[config.mk]
export PLATFORM = sky130hd
export DESIGN_NAME = temp_limit_alert_logic
export DESIGN_NICKNAME = d
export VERILOG_FILES = /design/src/core/temp_alert_pkg.sv /design/src/core/temp_limit_alert_logic.sv
export SDC_FILE = /design/constraint.sdc
export NUM_CORES = 1
export LEC_CHECK = 0
export BUFFER_PORTS_ARGS = -buffer_cell sky130_fd_sc_hd__buf_2
export CAP_MARGIN = 20
export CORE_MARGIN = 8
export CORE_UTILIZATION = 55
export DETAILED_ROUTE_END_ITERATION = 6
export GPL_TIMING_DRIVEN = 0
export PLACE_DENSITY = 0.77
export SYNTH_ARGS = -nofsm -noshare
export SYNTH_HDL_FRONTEND = slang
export SYNTH_SLANG_ARGS = --single-unit
[constraint.sdc]
create_clock -name ref_clk -period 5.7 [get_ports ref_clk]
set_input_delay 0.285 -clock ref_clk [delete_from_list [all_inputs] [get_ports ref_clk]]
set_output_delay 0.285 -clock ref_clk [all_outputs]
set_load 0.02 [all_outputs]
[src/core/temp_alert_pkg.sv]
// Behaviour
// - Compare readings with limits after each conversion
// - Out-of-limit reading sets its status flag
// - Unmasked flags except busy/fault pull event low
// - Event asserts only while mask bit clear
// - Remote high/critical compare signed or unsigned
// - Remote compare span +255.875 to -128
// - Comparator mode releases event when condition clears
// - Comparator mode only when bit set; default off
// - Interrupt mode when bit low; default
// - Interrupt-mode status read with flags sets mask bit
// - Flags clear on read; re-set next conversion
// - Interrupt read clears flags, releases, masks
// - Critical out while remote above critical limit
// - Critical hysteresis from its own register
// - Standby stops continuous conversions
// - Standby PWM keeps running or stops per bit
// - Remote reading 11 bits left justified in 16
// - Local reading and limits are 8 bits
// - Filter widens remote reading to 13 bits
// - Signed offset added to remote reading
// - Event and critical outputs active-low open-drain
// - Alert response address send releases and masks
// - Answer alert response only if event config low
package temp_alert_pkg;

    // ==========================================================
    // Register offsets
    localparam logic [7:0] ADDR_LOCAL_READING = 8'h00;
    localparam logic [7:0] ADDR_REMOTE_HI = 8'h01;
    localparam logic [7:0] ADDR_STATUS = 8'h02;
    localparam logic [7:0] ADDR_CONFIG = 8'h03;
    localparam logic [7:0] ADDR_LOCAL_HIGH = 8'h05;
    localparam logic [7:0] ADDR_REMOTE_HIGH_HI = 8'h07;
    localparam logic [7:0] ADDR_REMOTE_LOW_HI = 8'h08;
    localparam logic [7:0] ADDR_REMOTE_LO = 8'h10;
    localparam logic [7:0] ADDR_OFFSET_HI = 8'h11;
    localparam logic [7:0] ADDR_OFFSET_LO = 8'h12;
    localparam logic [7:0] ADDR_REMOTE_HIGH_LO = 8'h13;
    localparam logic [7:0] ADDR_REMOTE_LOW_LO = 8'h14;
    localparam logic [7:0] ADDR_CRIT_LIMIT = 8'h19;
    localparam logic [7:0] ADDR_FILTER_MODE = 8'h1a;
    localparam logic [7:0] ADDR_CRIT_HYST = 8'h21;
    localparam logic [7:0] ADDR_ENH_CONFIG = 8'h45;

    // ==========================================================
    // Status bit positions
    localparam int ST_BUSY = 7;
    localparam int ST_LOCAL_HIGH = 6;
    localparam int ST_REMOTE_HIGH = 4;
    localparam int ST_REMOTE_LOW = 3;
    localparam int ST_REMOTE_FAULT = 2;
    localparam int ST_REMOTE_CRIT = 1;
    localparam logic [7:0] ST_EVENT_MASK = 8'h7b;

    // Configuration bit positions
    localparam int CFG_EVENT_MASK = 7;
    localparam int CFG_STANDBY = 6;
    localparam int CFG_PWM_OFF_STBY = 5;
    localparam int CFG_CRIT_OVERRIDE = 1;
    localparam int FM_EVENT_CONFIG = 7;
    localparam int FM_FILTER_EN = 1;
    localparam int FM_COMPARATOR = 0;
    localparam int ENH_UNSIGNED = 3;

    // ==========================================================
    // Reset values
    localparam logic [7:0] CONFIG_RESET = 8'h00;
    localparam logic [7:0] FILTER_MODE_RESET = 8'h00;
    localparam logic [7:0] ENH_RESET = 8'h00;
    localparam logic [7:0] LOCAL_HIGH_RESET = 8'h46;
    localparam logic [15:0] REMOTE_HIGH_RESET = 16'h4600;
    localparam logic [15:0] REMOTE_LOW_RESET = 16'h0000;
    localparam logic [7:0] CRIT_LIMIT_RESET = 8'h55;
    localparam logic [7:0] CRIT_HYST_RESET = 8'h0a;

    // Reading widths
    localparam logic [15:0] MASK_11BIT = 16'hffe0;
    localparam logic [15:0] MASK_13BIT = 16'hfff8;

    // Conversion result from the converter, one pulse per result
    typedef struct packed {
        logic done;
        logic [7:0] local_value;
        logic [15:0] remote_raw;
    } conv_result_t;

    // Register port
    typedef struct packed {
        logic wr;
        logic rd;
        logic [7:0] addr;
        logic [7:0] wdata;
    } reg_req_t;

endpackage

[src/core/temp_limit_alert_logic.sv]
`timescale 1ns/1ps
module temp_limit_alert_logic
(
    input wire logic ref_clk,
    input wire logic srst,
    input temp_alert_pkg::reg_req_t req,
    output logic [7:0] rdata,
    input temp_alert_pkg::conv_result_t conv,
    input wire logic conv_busy,
    input wire logic remote_fault,
    input wire logic ara_addr_sent,
    output logic ara_enable,
    output logic conv_run,
    output logic pwm_run,
    output logic event_o,
    output logic event_oe_n,
    output logic crit_o,
    output logic crit_oe_n
);

    // ==========================================================
    // Registers
    logic [7:0] config_reg; // Mask, standby, pwm, override
    logic [7:0] filter_mode_reg; // Event config, filter, comparator
    logic [7:0] enh_reg; // Unsigned format select
    logic [7:0] local_high_reg; // Local limit, 8 bits
    logic [15:0] remote_high_reg; // Remote high limit
    logic [15:0] remote_low_reg; // Remote low limit
    logic [7:0] crit_limit_reg; // Remote critical limit, whole degrees
    logic [7:0] crit_hyst_reg; // Critical hysteresis, own register
    logic [15:0] offset_reg; // Signed remote correction
    logic [7:0] local_reading_reg; // Latest local reading
    logic [15:0] remote_reading_reg; // Corrected remote reading
    logic [7:0] status_reg; // Sticky flags
    logic crit_active_reg; // Critical condition with hysteresis
    logic [7:0] live_reg; // Conditions of latest conversion
    logic [7:0] rdata_reg; // Read data, one cycle after strobe
    logic status_read; // Status read this cycle
    logic [7:0] new_flags; // Flags found at conversion end
    logic [16:0] corrected; // Raw plus offset, one bit wider
    logic [15:0] remote_next; // Clamped, masked reading
    logic unsigned_fmt; // Unsigned remote format
    logic signed [9:0] rem_ext; // Remote reading over 10-bit span
    logic signed [9:0] high_ext;
    logic signed [9:0] crit_ext;
    logic signed [9:0] hyst_ext;
    logic any_event; // Any reportable flag

    assign unsigned_fmt = enh_reg[temp_alert_pkg::ENH_UNSIGNED];
    assign status_read = req.rd && (req.addr == temp_alert_pkg::ADDR_STATUS);

    // ==========================================================
    // Offset correction and clamping
    always_comb
    begin
        // Sign-extend offset and zero-extend reading in both formats
        corrected = {1'b0, conv.remote_raw} + {offset_reg[15], offset_reg};
        remote_next = corrected[15:0];
        if (unsigned_fmt)
        begin
            // Clamp rather than roll over; bit 16 flags leaving the range
            if (corrected[16])
                remote_next = offset_reg[15] ? 16'h0000 : 16'hffff;
        end
        else
        begin
            if ((conv.remote_raw[15] == offset_reg[15]) && (corrected[15] != offset_reg[15]))
                remote_next = offset_reg[15] ? 16'h8000 : 16'h7fff;
        end
        // 11 bits normally, 13 with the filter
        if (filter_mode_reg[temp_alert_pkg::FM_FILTER_EN])
            remote_next = remote_next & temp_alert_pkg::MASK_13BIT;
        else
            remote_next = remote_next & temp_alert_pkg::MASK_11BIT;
    end

    // ==========================================================
    // Limit comparisons; remote high and critical on a common signed 10-bit degree span, local and remote low direct
    // Whole degrees, fraction breaks remote high ties; format sets extension so -128 to +255 fits
    always_comb
    begin
        rem_ext = $signed({{2{!unsigned_fmt && remote_next[15]}}, remote_next[15:8]});
        high_ext = $signed({{2{!unsigned_fmt && remote_high_reg[15]}}, remote_high_reg[15:8]});
        crit_ext = $signed({{2{!unsigned_fmt && crit_limit_reg[7]}}, crit_limit_reg});
        hyst_ext = $signed({2'b00, crit_hyst_reg});
        new_flags = 8'h00;
        // Fractional part decides high when whole degrees tie
        new_flags[temp_alert_pkg::ST_LOCAL_HIGH] = conv.local_value > local_high_reg;
        new_flags[temp_alert_pkg::ST_REMOTE_HIGH] = (rem_ext > high_ext)
            || ((rem_ext == high_ext) && (remote_next[7:0] > remote_high_reg[7:0]));
        new_flags[temp_alert_pkg::ST_REMOTE_LOW] = unsigned_fmt ? (remote_next < remote_low_reg)
            : ($signed(remote_next) < $signed(remote_low_reg));
        // Critical holds until reading falls to limit minus hysteresis
        if (crit_active_reg)
            new_flags[temp_alert_pkg::ST_REMOTE_CRIT] = rem_ext > (crit_ext - hyst_ext);
        else
            new_flags[temp_alert_pkg::ST_REMOTE_CRIT] = rem_ext > crit_ext;
        new_flags[temp_alert_pkg::ST_REMOTE_FAULT] = remote_fault;
    end

    // ==========================================================
    // Reading registers and live conditions
    always_ff @(posedge ref_clk)
    begin
        if (srst)
        begin
            local_reading_reg <= 8'h00;
            remote_reading_reg <= 16'h0000;
            live_reg <= 8'h00;
            crit_active_reg <= 1'b0;
        end
        else if (conv.done)
        begin
            local_reading_reg <= conv.local_value;
            remote_reading_reg <= remote_next;
            live_reg <= new_flags;
            crit_active_reg <= new_flags[temp_alert_pkg::ST_REMOTE_CRIT];
        end
    end

    // ==========================================================
    // Status flags: set by conversion, cleared by status read; busy bit follows conv_busy
    // Set wins over the read clear so no event is lost
    always_ff @(posedge ref_clk)
    begin
        if (srst)
            status_reg <= 8'h00;
        else
        begin
            for (int i = 0; i < 7; i++)
            begin
                if (conv.done && new_flags[i])
                    status_reg[i] <= 1'b1;
                else if (status_read)
                    status_reg[i] <= 1'b0;
            end
            status_reg[temp_alert_pkg::ST_BUSY] <= conv_busy;
        end
    end

    assign any_event = |(status_reg & temp_alert_pkg::ST_EVENT_MASK);

    // ==========================================================
    // Configuration registers and mask updates
    always_ff @(posedge ref_clk)
    begin
        if (srst)
        begin
            config_reg <= temp_alert_pkg::CONFIG_RESET;
            filter_mode_reg <= temp_alert_pkg::FILTER_MODE_RESET;
            enh_reg <= temp_alert_pkg::ENH_RESET;
            local_high_reg <= temp_alert_pkg::LOCAL_HIGH_RESET;
            remote_high_reg <= temp_alert_pkg::REMOTE_HIGH_RESET;
            remote_low_reg <= temp_alert_pkg::REMOTE_LOW_RESET;
            crit_limit_reg <= temp_alert_pkg::CRIT_LIMIT_RESET;
            crit_hyst_reg <= temp_alert_pkg::CRIT_HYST_RESET;
            offset_reg <= 16'h0000;
        end
        else
        begin
            if (req.wr)
            begin
                // Address decode for writes
                if (req.addr == temp_alert_pkg::ADDR_CONFIG)
                    config_reg <= req.wdata;
                else if (req.addr == temp_alert_pkg::ADDR_FILTER_MODE)
                    filter_mode_reg <= req.wdata;
                else if (req.addr == temp_alert_pkg::ADDR_ENH_CONFIG)
                    enh_reg <= req.wdata;
                else if (req.addr == temp_alert_pkg::ADDR_LOCAL_HIGH)
                    local_high_reg <= req.wdata;
                else if (req.addr == temp_alert_pkg::ADDR_REMOTE_HIGH_HI)
                    remote_high_reg[15:8] <= req.wdata;
                else if (req.addr == temp_alert_pkg::ADDR_REMOTE_HIGH_LO)
                    remote_high_reg[7:0] <= req.wdata & 8'he0;
                else if (req.addr == temp_alert_pkg::ADDR_REMOTE_LOW_HI)
                    remote_low_reg[15:8] <= req.wdata;
                else if (req.addr == temp_alert_pkg::ADDR_REMOTE_LOW_LO)
                    remote_low_reg[7:0] <= req.wdata & 8'he0;
                else if (req.addr == temp_alert_pkg::ADDR_CRIT_LIMIT)
                begin
                    // Critical limit locked until override is set
                    if (config_reg[temp_alert_pkg::CFG_CRIT_OVERRIDE])
                        crit_limit_reg <= req.wdata;
                end
                else if (req.addr == temp_alert_pkg::ADDR_CRIT_HYST)
                    crit_hyst_reg <= req.wdata;
                else if (req.addr == temp_alert_pkg::ADDR_OFFSET_HI)
                    offset_reg[15:8] <= req.wdata;
                else if (req.addr == temp_alert_pkg::ADDR_OFFSET_LO)
                    offset_reg[7:0] <= req.wdata & 8'he0;
            end
            // Hardware mask set beats a same-cycle software write
            if (status_read && !filter_mode_reg[temp_alert_pkg::FM_COMPARATOR] && any_event)
                config_reg[temp_alert_pkg::CFG_EVENT_MASK] <= 1'b1;
            if (ara_addr_sent && ara_enable)
                config_reg[temp_alert_pkg::CFG_EVENT_MASK] <= 1'b1;
        end
    end

    // ==========================================================
    // Read data, one cycle after the strobe; unmapped reads zero
    always_ff @(posedge ref_clk)
    begin
        if (srst)
            rdata_reg <= 8'h00;
        else if (req.rd)
        begin
            if (req.addr == temp_alert_pkg::ADDR_LOCAL_READING)
                rdata_reg <= local_reading_reg;
            else if (req.addr == temp_alert_pkg::ADDR_REMOTE_HI)
                rdata_reg <= remote_reading_reg[15:8];
            else if (req.addr == temp_alert_pkg::ADDR_REMOTE_LO)
                rdata_reg <= remote_reading_reg[7:0];
            else if (req.addr == temp_alert_pkg::ADDR_STATUS)
                rdata_reg <= status_reg;
            else if (req.addr == temp_alert_pkg::ADDR_CONFIG)
                rdata_reg <= config_reg;
            else if (req.addr == temp_alert_pkg::ADDR_FILTER_MODE)
                rdata_reg <= filter_mode_reg;
            else if (req.addr == temp_alert_pkg::ADDR_ENH_CONFIG)
                rdata_reg <= enh_reg;
            else if (req.addr == temp_alert_pkg::ADDR_LOCAL_HIGH)
                rdata_reg <= local_high_reg;
            else if (req.addr == temp_alert_pkg::ADDR_REMOTE_HIGH_HI)
                rdata_reg <= remote_high_reg[15:8];
            else if (req.addr == temp_alert_pkg::ADDR_REMOTE_HIGH_LO)
                rdata_reg <= remote_high_reg[7:0];
            else if (req.addr == temp_alert_pkg::ADDR_REMOTE_LOW_HI)
                rdata_reg <= remote_low_reg[15:8];
            else if (req.addr == temp_alert_pkg::ADDR_REMOTE_LOW_LO)
                rdata_reg <= remote_low_reg[7:0];
            else if (req.addr == temp_alert_pkg::ADDR_CRIT_LIMIT)
                rdata_reg <= crit_limit_reg;
            else if (req.addr == temp_alert_pkg::ADDR_CRIT_HYST)
                rdata_reg <= crit_hyst_reg;
            else if (req.addr == temp_alert_pkg::ADDR_OFFSET_HI)
                rdata_reg <= offset_reg[15:8];
            else if (req.addr == temp_alert_pkg::ADDR_OFFSET_LO)
                rdata_reg <= offset_reg[7:0];
            else
                rdata_reg <= 8'h00;
        end
    end

    assign rdata = rdata_reg;

    // ==========================================================
    // Output pins, open drain: low enable means pulling low
    // Comparator mode follows live conditions, interrupt mode sticky flags
    always_comb
    begin
        event_o = 1'b0;
        crit_o = 1'b0;
        if (config_reg[temp_alert_pkg::CFG_EVENT_MASK])
            event_oe_n = 1'b1;
        else if (filter_mode_reg[temp_alert_pkg::FM_COMPARATOR])
            event_oe_n = !(|(live_reg & temp_alert_pkg::ST_EVENT_MASK));
        else
            event_oe_n = !any_event;
        crit_oe_n = !crit_active_reg;
    end

    // Alert response only while event config bit is clear and event is pulled
    assign ara_enable = !filter_mode_reg[temp_alert_pkg::FM_EVENT_CONFIG] && !event_oe_n;
    assign conv_run = !config_reg[temp_alert_pkg::CFG_STANDBY];
    assign pwm_run = conv_run || !config_reg[temp_alert_pkg::CFG_PWM_OFF_STBY];

endmodule // temp_limit_alert_logic

==> summary.md <==
| Metric | Value |
|---|---|
| Slew HR | between 10% and 20% |
| Starting Density | 55.9% |
| Clock Skew | roughly 9.4 ps |
| Global-route usage over all layers | 28.5% |
| Final Hold Viols | 0 |
| PortBufs | 50 |
| Worst-margin pin slew | 1330 ps |
| Clk Latency, worst-skew pair | 420 ps |
| Yosys reg bits | 120 |
| Max reg flops | 13 |
| Leak | 0.00380 µW |
| Die H | 134 µm |
| Root buffer cell | clkbuf_16 |
| DRC viols | 8 |
| Critical Path End Type | register |
| DIE WIDTH | 134 µm |
| Final wirelength | 25900 µm |
| Delay-heaviest family, CP | compound AO/OA/AOI/OAI gates |
| RD Place Congestion | 0.977 |
| Worst min path class | primary input to register |
| Clk slew on worst S/H paths | about 60 ps |
| Ports | 63 |
| Run status | finished with violations |
| Initial antenna violation count | 0 |
| DP Area | 8190 µm² |
| Asr flop ratio synth | 0% |
| Kind of critical path | register to register |
| Syn. warnings | 0 |
| Critical path buffers and inverters | 2 |
| Critical Path Start Type | register |
| Most common cell on crit path | a21o_1 |
| Gr ovfl total | 0 |
| CTS tree | built |
| Max clock buf depth | 2 |
| CTS Buf Count | 17 |
| Sequential fraction of the synthesis area | 31.2% |
| Hold WS | 106 ps |
| Endpoints failing setup | 0 |
| Tot Pwr | 2260 µW |
| Antenna Nets Post-Route | 0 |
| # rows | between 40 and 50 |
| WL per Instance | approximately 22 µm |
| Synth unique cells | 84 |
| DIE AREA | 18000 µm² |
| Fraction of layout cells with a size suffix above 1 | between 10 and 15% |
| Peak VDD IR | 0.000223 V |
| Dominant synthesized flop cell | dfxtp_1 |
| Max stage delay cell, worst path | fa_2 |
| DPL Wire Length | 19200 µm |
| Arr. time, crit path | ~5700 ps |
| CTS Hold Bufs | 0 |
| Fin crit period | 5460 ps |
| DRC violation total after the first TritonRoute iteration | 1120 |
| Post-route cell area | 8930 µm² |
| DR vias/cell | 6.36 |
| Power Density | 254 nW/µm² |
| # Max-Cap Violations | 0 |
| Max incr delay on CP | ~470 ps |
| Sink Count | 120 |
| Fmax achieved | 0.183 GHz |
| Crit Path Max Fanout | 10 |
| Failing checks | design-rule violations |
| Nets | 1112 |
| First-pass GRT wire length | between 30000 and 40000 µm |
| Largest net degree at the start of global routing | 17 |
| Core box area | approximately 14000 µm² |
| Worst EP required | just under 6000 ps |
| Synth Cell Area | 7700 µm² |
| DR pass1 iterations | 7 |
| Slew Viols, Final | 0 |
| Diode count | 0 |
| H-Tree Depth | 4 |
| Number of global-route vias before repair | about 7.4k |
| Vias | between 7k and 8k |
| Post-Syn Instances | 922 |
| Area grow syn2layout | 16.0% |
| Syn_area_per_cell | 8.35 µm² |
| EDFF count, synth | 0 |
| Final Util | between 60% and 70% |
| Final period util | 95.8% |
-- metrics by stage --
stage / setup TNS [ps] / std cells / setup slack, ps
2_1_floorplan: 0 / 923 / 419
3_3_place_gp: -1620 / 1153 / -584
3_5_place_dp: -2360 / 1154 / -694
4_1_cts: 0 / 1187 / 9.87
5_1_grt: -12.7 / 1189 / -12.7
6_report: 0 / 1189 / 241
-- power breakdown --
part,internal [µW],switching (µW)
Sequential,857,12.1
Combinational,88.9,161
Clock,731,415
Total,1680,587
-- worst paths after layout --
kind / cells after the start / start / slack, ps / to
max: 26 / offset_reg[5] / 240 / status_reg[1]
min reg2reg: 2 / live_reg[3] / 450 / live_reg[3]
max reg2reg: 26 / offset_reg[5] / 240 / status_reg[1]
min: 3 / ara_addr_sent / 110 / config_reg[7]
-- cells by family (layout without fill, tap and decap cells) --
kind of cell	after synthesis	count (layout)	share of synthesized area, %
simple gates	324	324	20.9
other cells	1	2	0.0487
flops	120	120	31.2
xor+xnor	12	12	1.36
compound gates	213	213	19.9
buf+inv	114	200	6.04
fa+ha+maj	68	68	11.3
mux	70	70	9.15
-- metal layers --
metal / part of all wire, % / track usage (%)
met3: 10 / 7.63
met4: 6.1 / 17.8
met1: 40 / 34.8
met2: 44 / 43.8
met5: 0 / 0
-- repair_timing --
item / CTS / global route
endpoints found under the setup margin: 6 / 4
setup buffers: 1 / 2
resized for setup: 12 / 14
pin swaps: 1 / 3
-- worst min-delay path, stage by stage --
cell and delay [ps]:
buf_2 80, a21oi_1 50, nor2_1 70
-- final cells by class --
class | instances | area, µm²
Clock buffer | 17 | 425
Buffer | 49 | 236
Timing Repair Buffer | 54 | 280
Sequential cell | 120 | 2400
Fill cell | 1204 | 4840
Tap cell | 180 | 225
Inverter | 65 | 244
Clock inverter | 15 | 201
Multi-Input combinational cell | 689 | 4910
-- cell usage in the layout (no fill, tap or decap), types with 18 or more instances in the layout --
| cell type | synthesis | routed |
|---|---|---|
| nor2_1 | 126 | 126 |
| clkbuf_1 | 34 | 32 |
| dfxtp_1 | 120 | 120 |
| ha_1 | 65 | 64 |
| nand2b_1 | 18 | 18 |
| a21o_1 | 27 | 26 |
| a21oi_1 | 57 | 54 |
| mux2i_1 | 67 | 67 |
| o21ai_0 | 22 | 21 |
| buf_2 | 9 | 59 |
| nand3_1 | 39 | 39 |
| inv_1 | 63 | 63 |
| nand2_1 | 60 | 60 |
-- cell usage after synthesis (3+ instances only) --
cell	instances	share of area, %
mux2_2	3	0.44
o21bai_1	4	0.39
nand4_1	6	0.49
nor4_1	7	0.57
a211o_1	9	1.0
a2111oi_0	3	0.34
xnor2_1	10	1.1
a221oi_1	14	1.6
inv_1	63	3.1
o21ai_0	22	1.4
mux2i_1	67	8.7
a222oi_1	7	0.91
nor3_1	11	0.71
nand2_1	60	2.9
a31oi_1	4	0.32
nor2b_1	11	0.89
clkbuf_1	34	1.7
dfxtp_1	120	31
a22o_1	3	0.34
nand2b_1	18	1.5
fa_1	3	0.78
a211oi_1	13	1.3
a22oi_1	12	1.2
nor4b_1	4	0.45
and3_1	3	0.24
o21a_1	3	0.29
o21ai_1	3	0.19
ha_1	65	11
a221o_1	3	0.39
nand3_1	39	2.5
a21oi_1	57	3.7
or3_1	4	0.32
nor2_1	126	6.1
buf_2	9	0.58
nand3b_1	7	0.68
buf_4	3	0.29
a21o_1	27	2.6
Power figures use the tool's default switching activity.
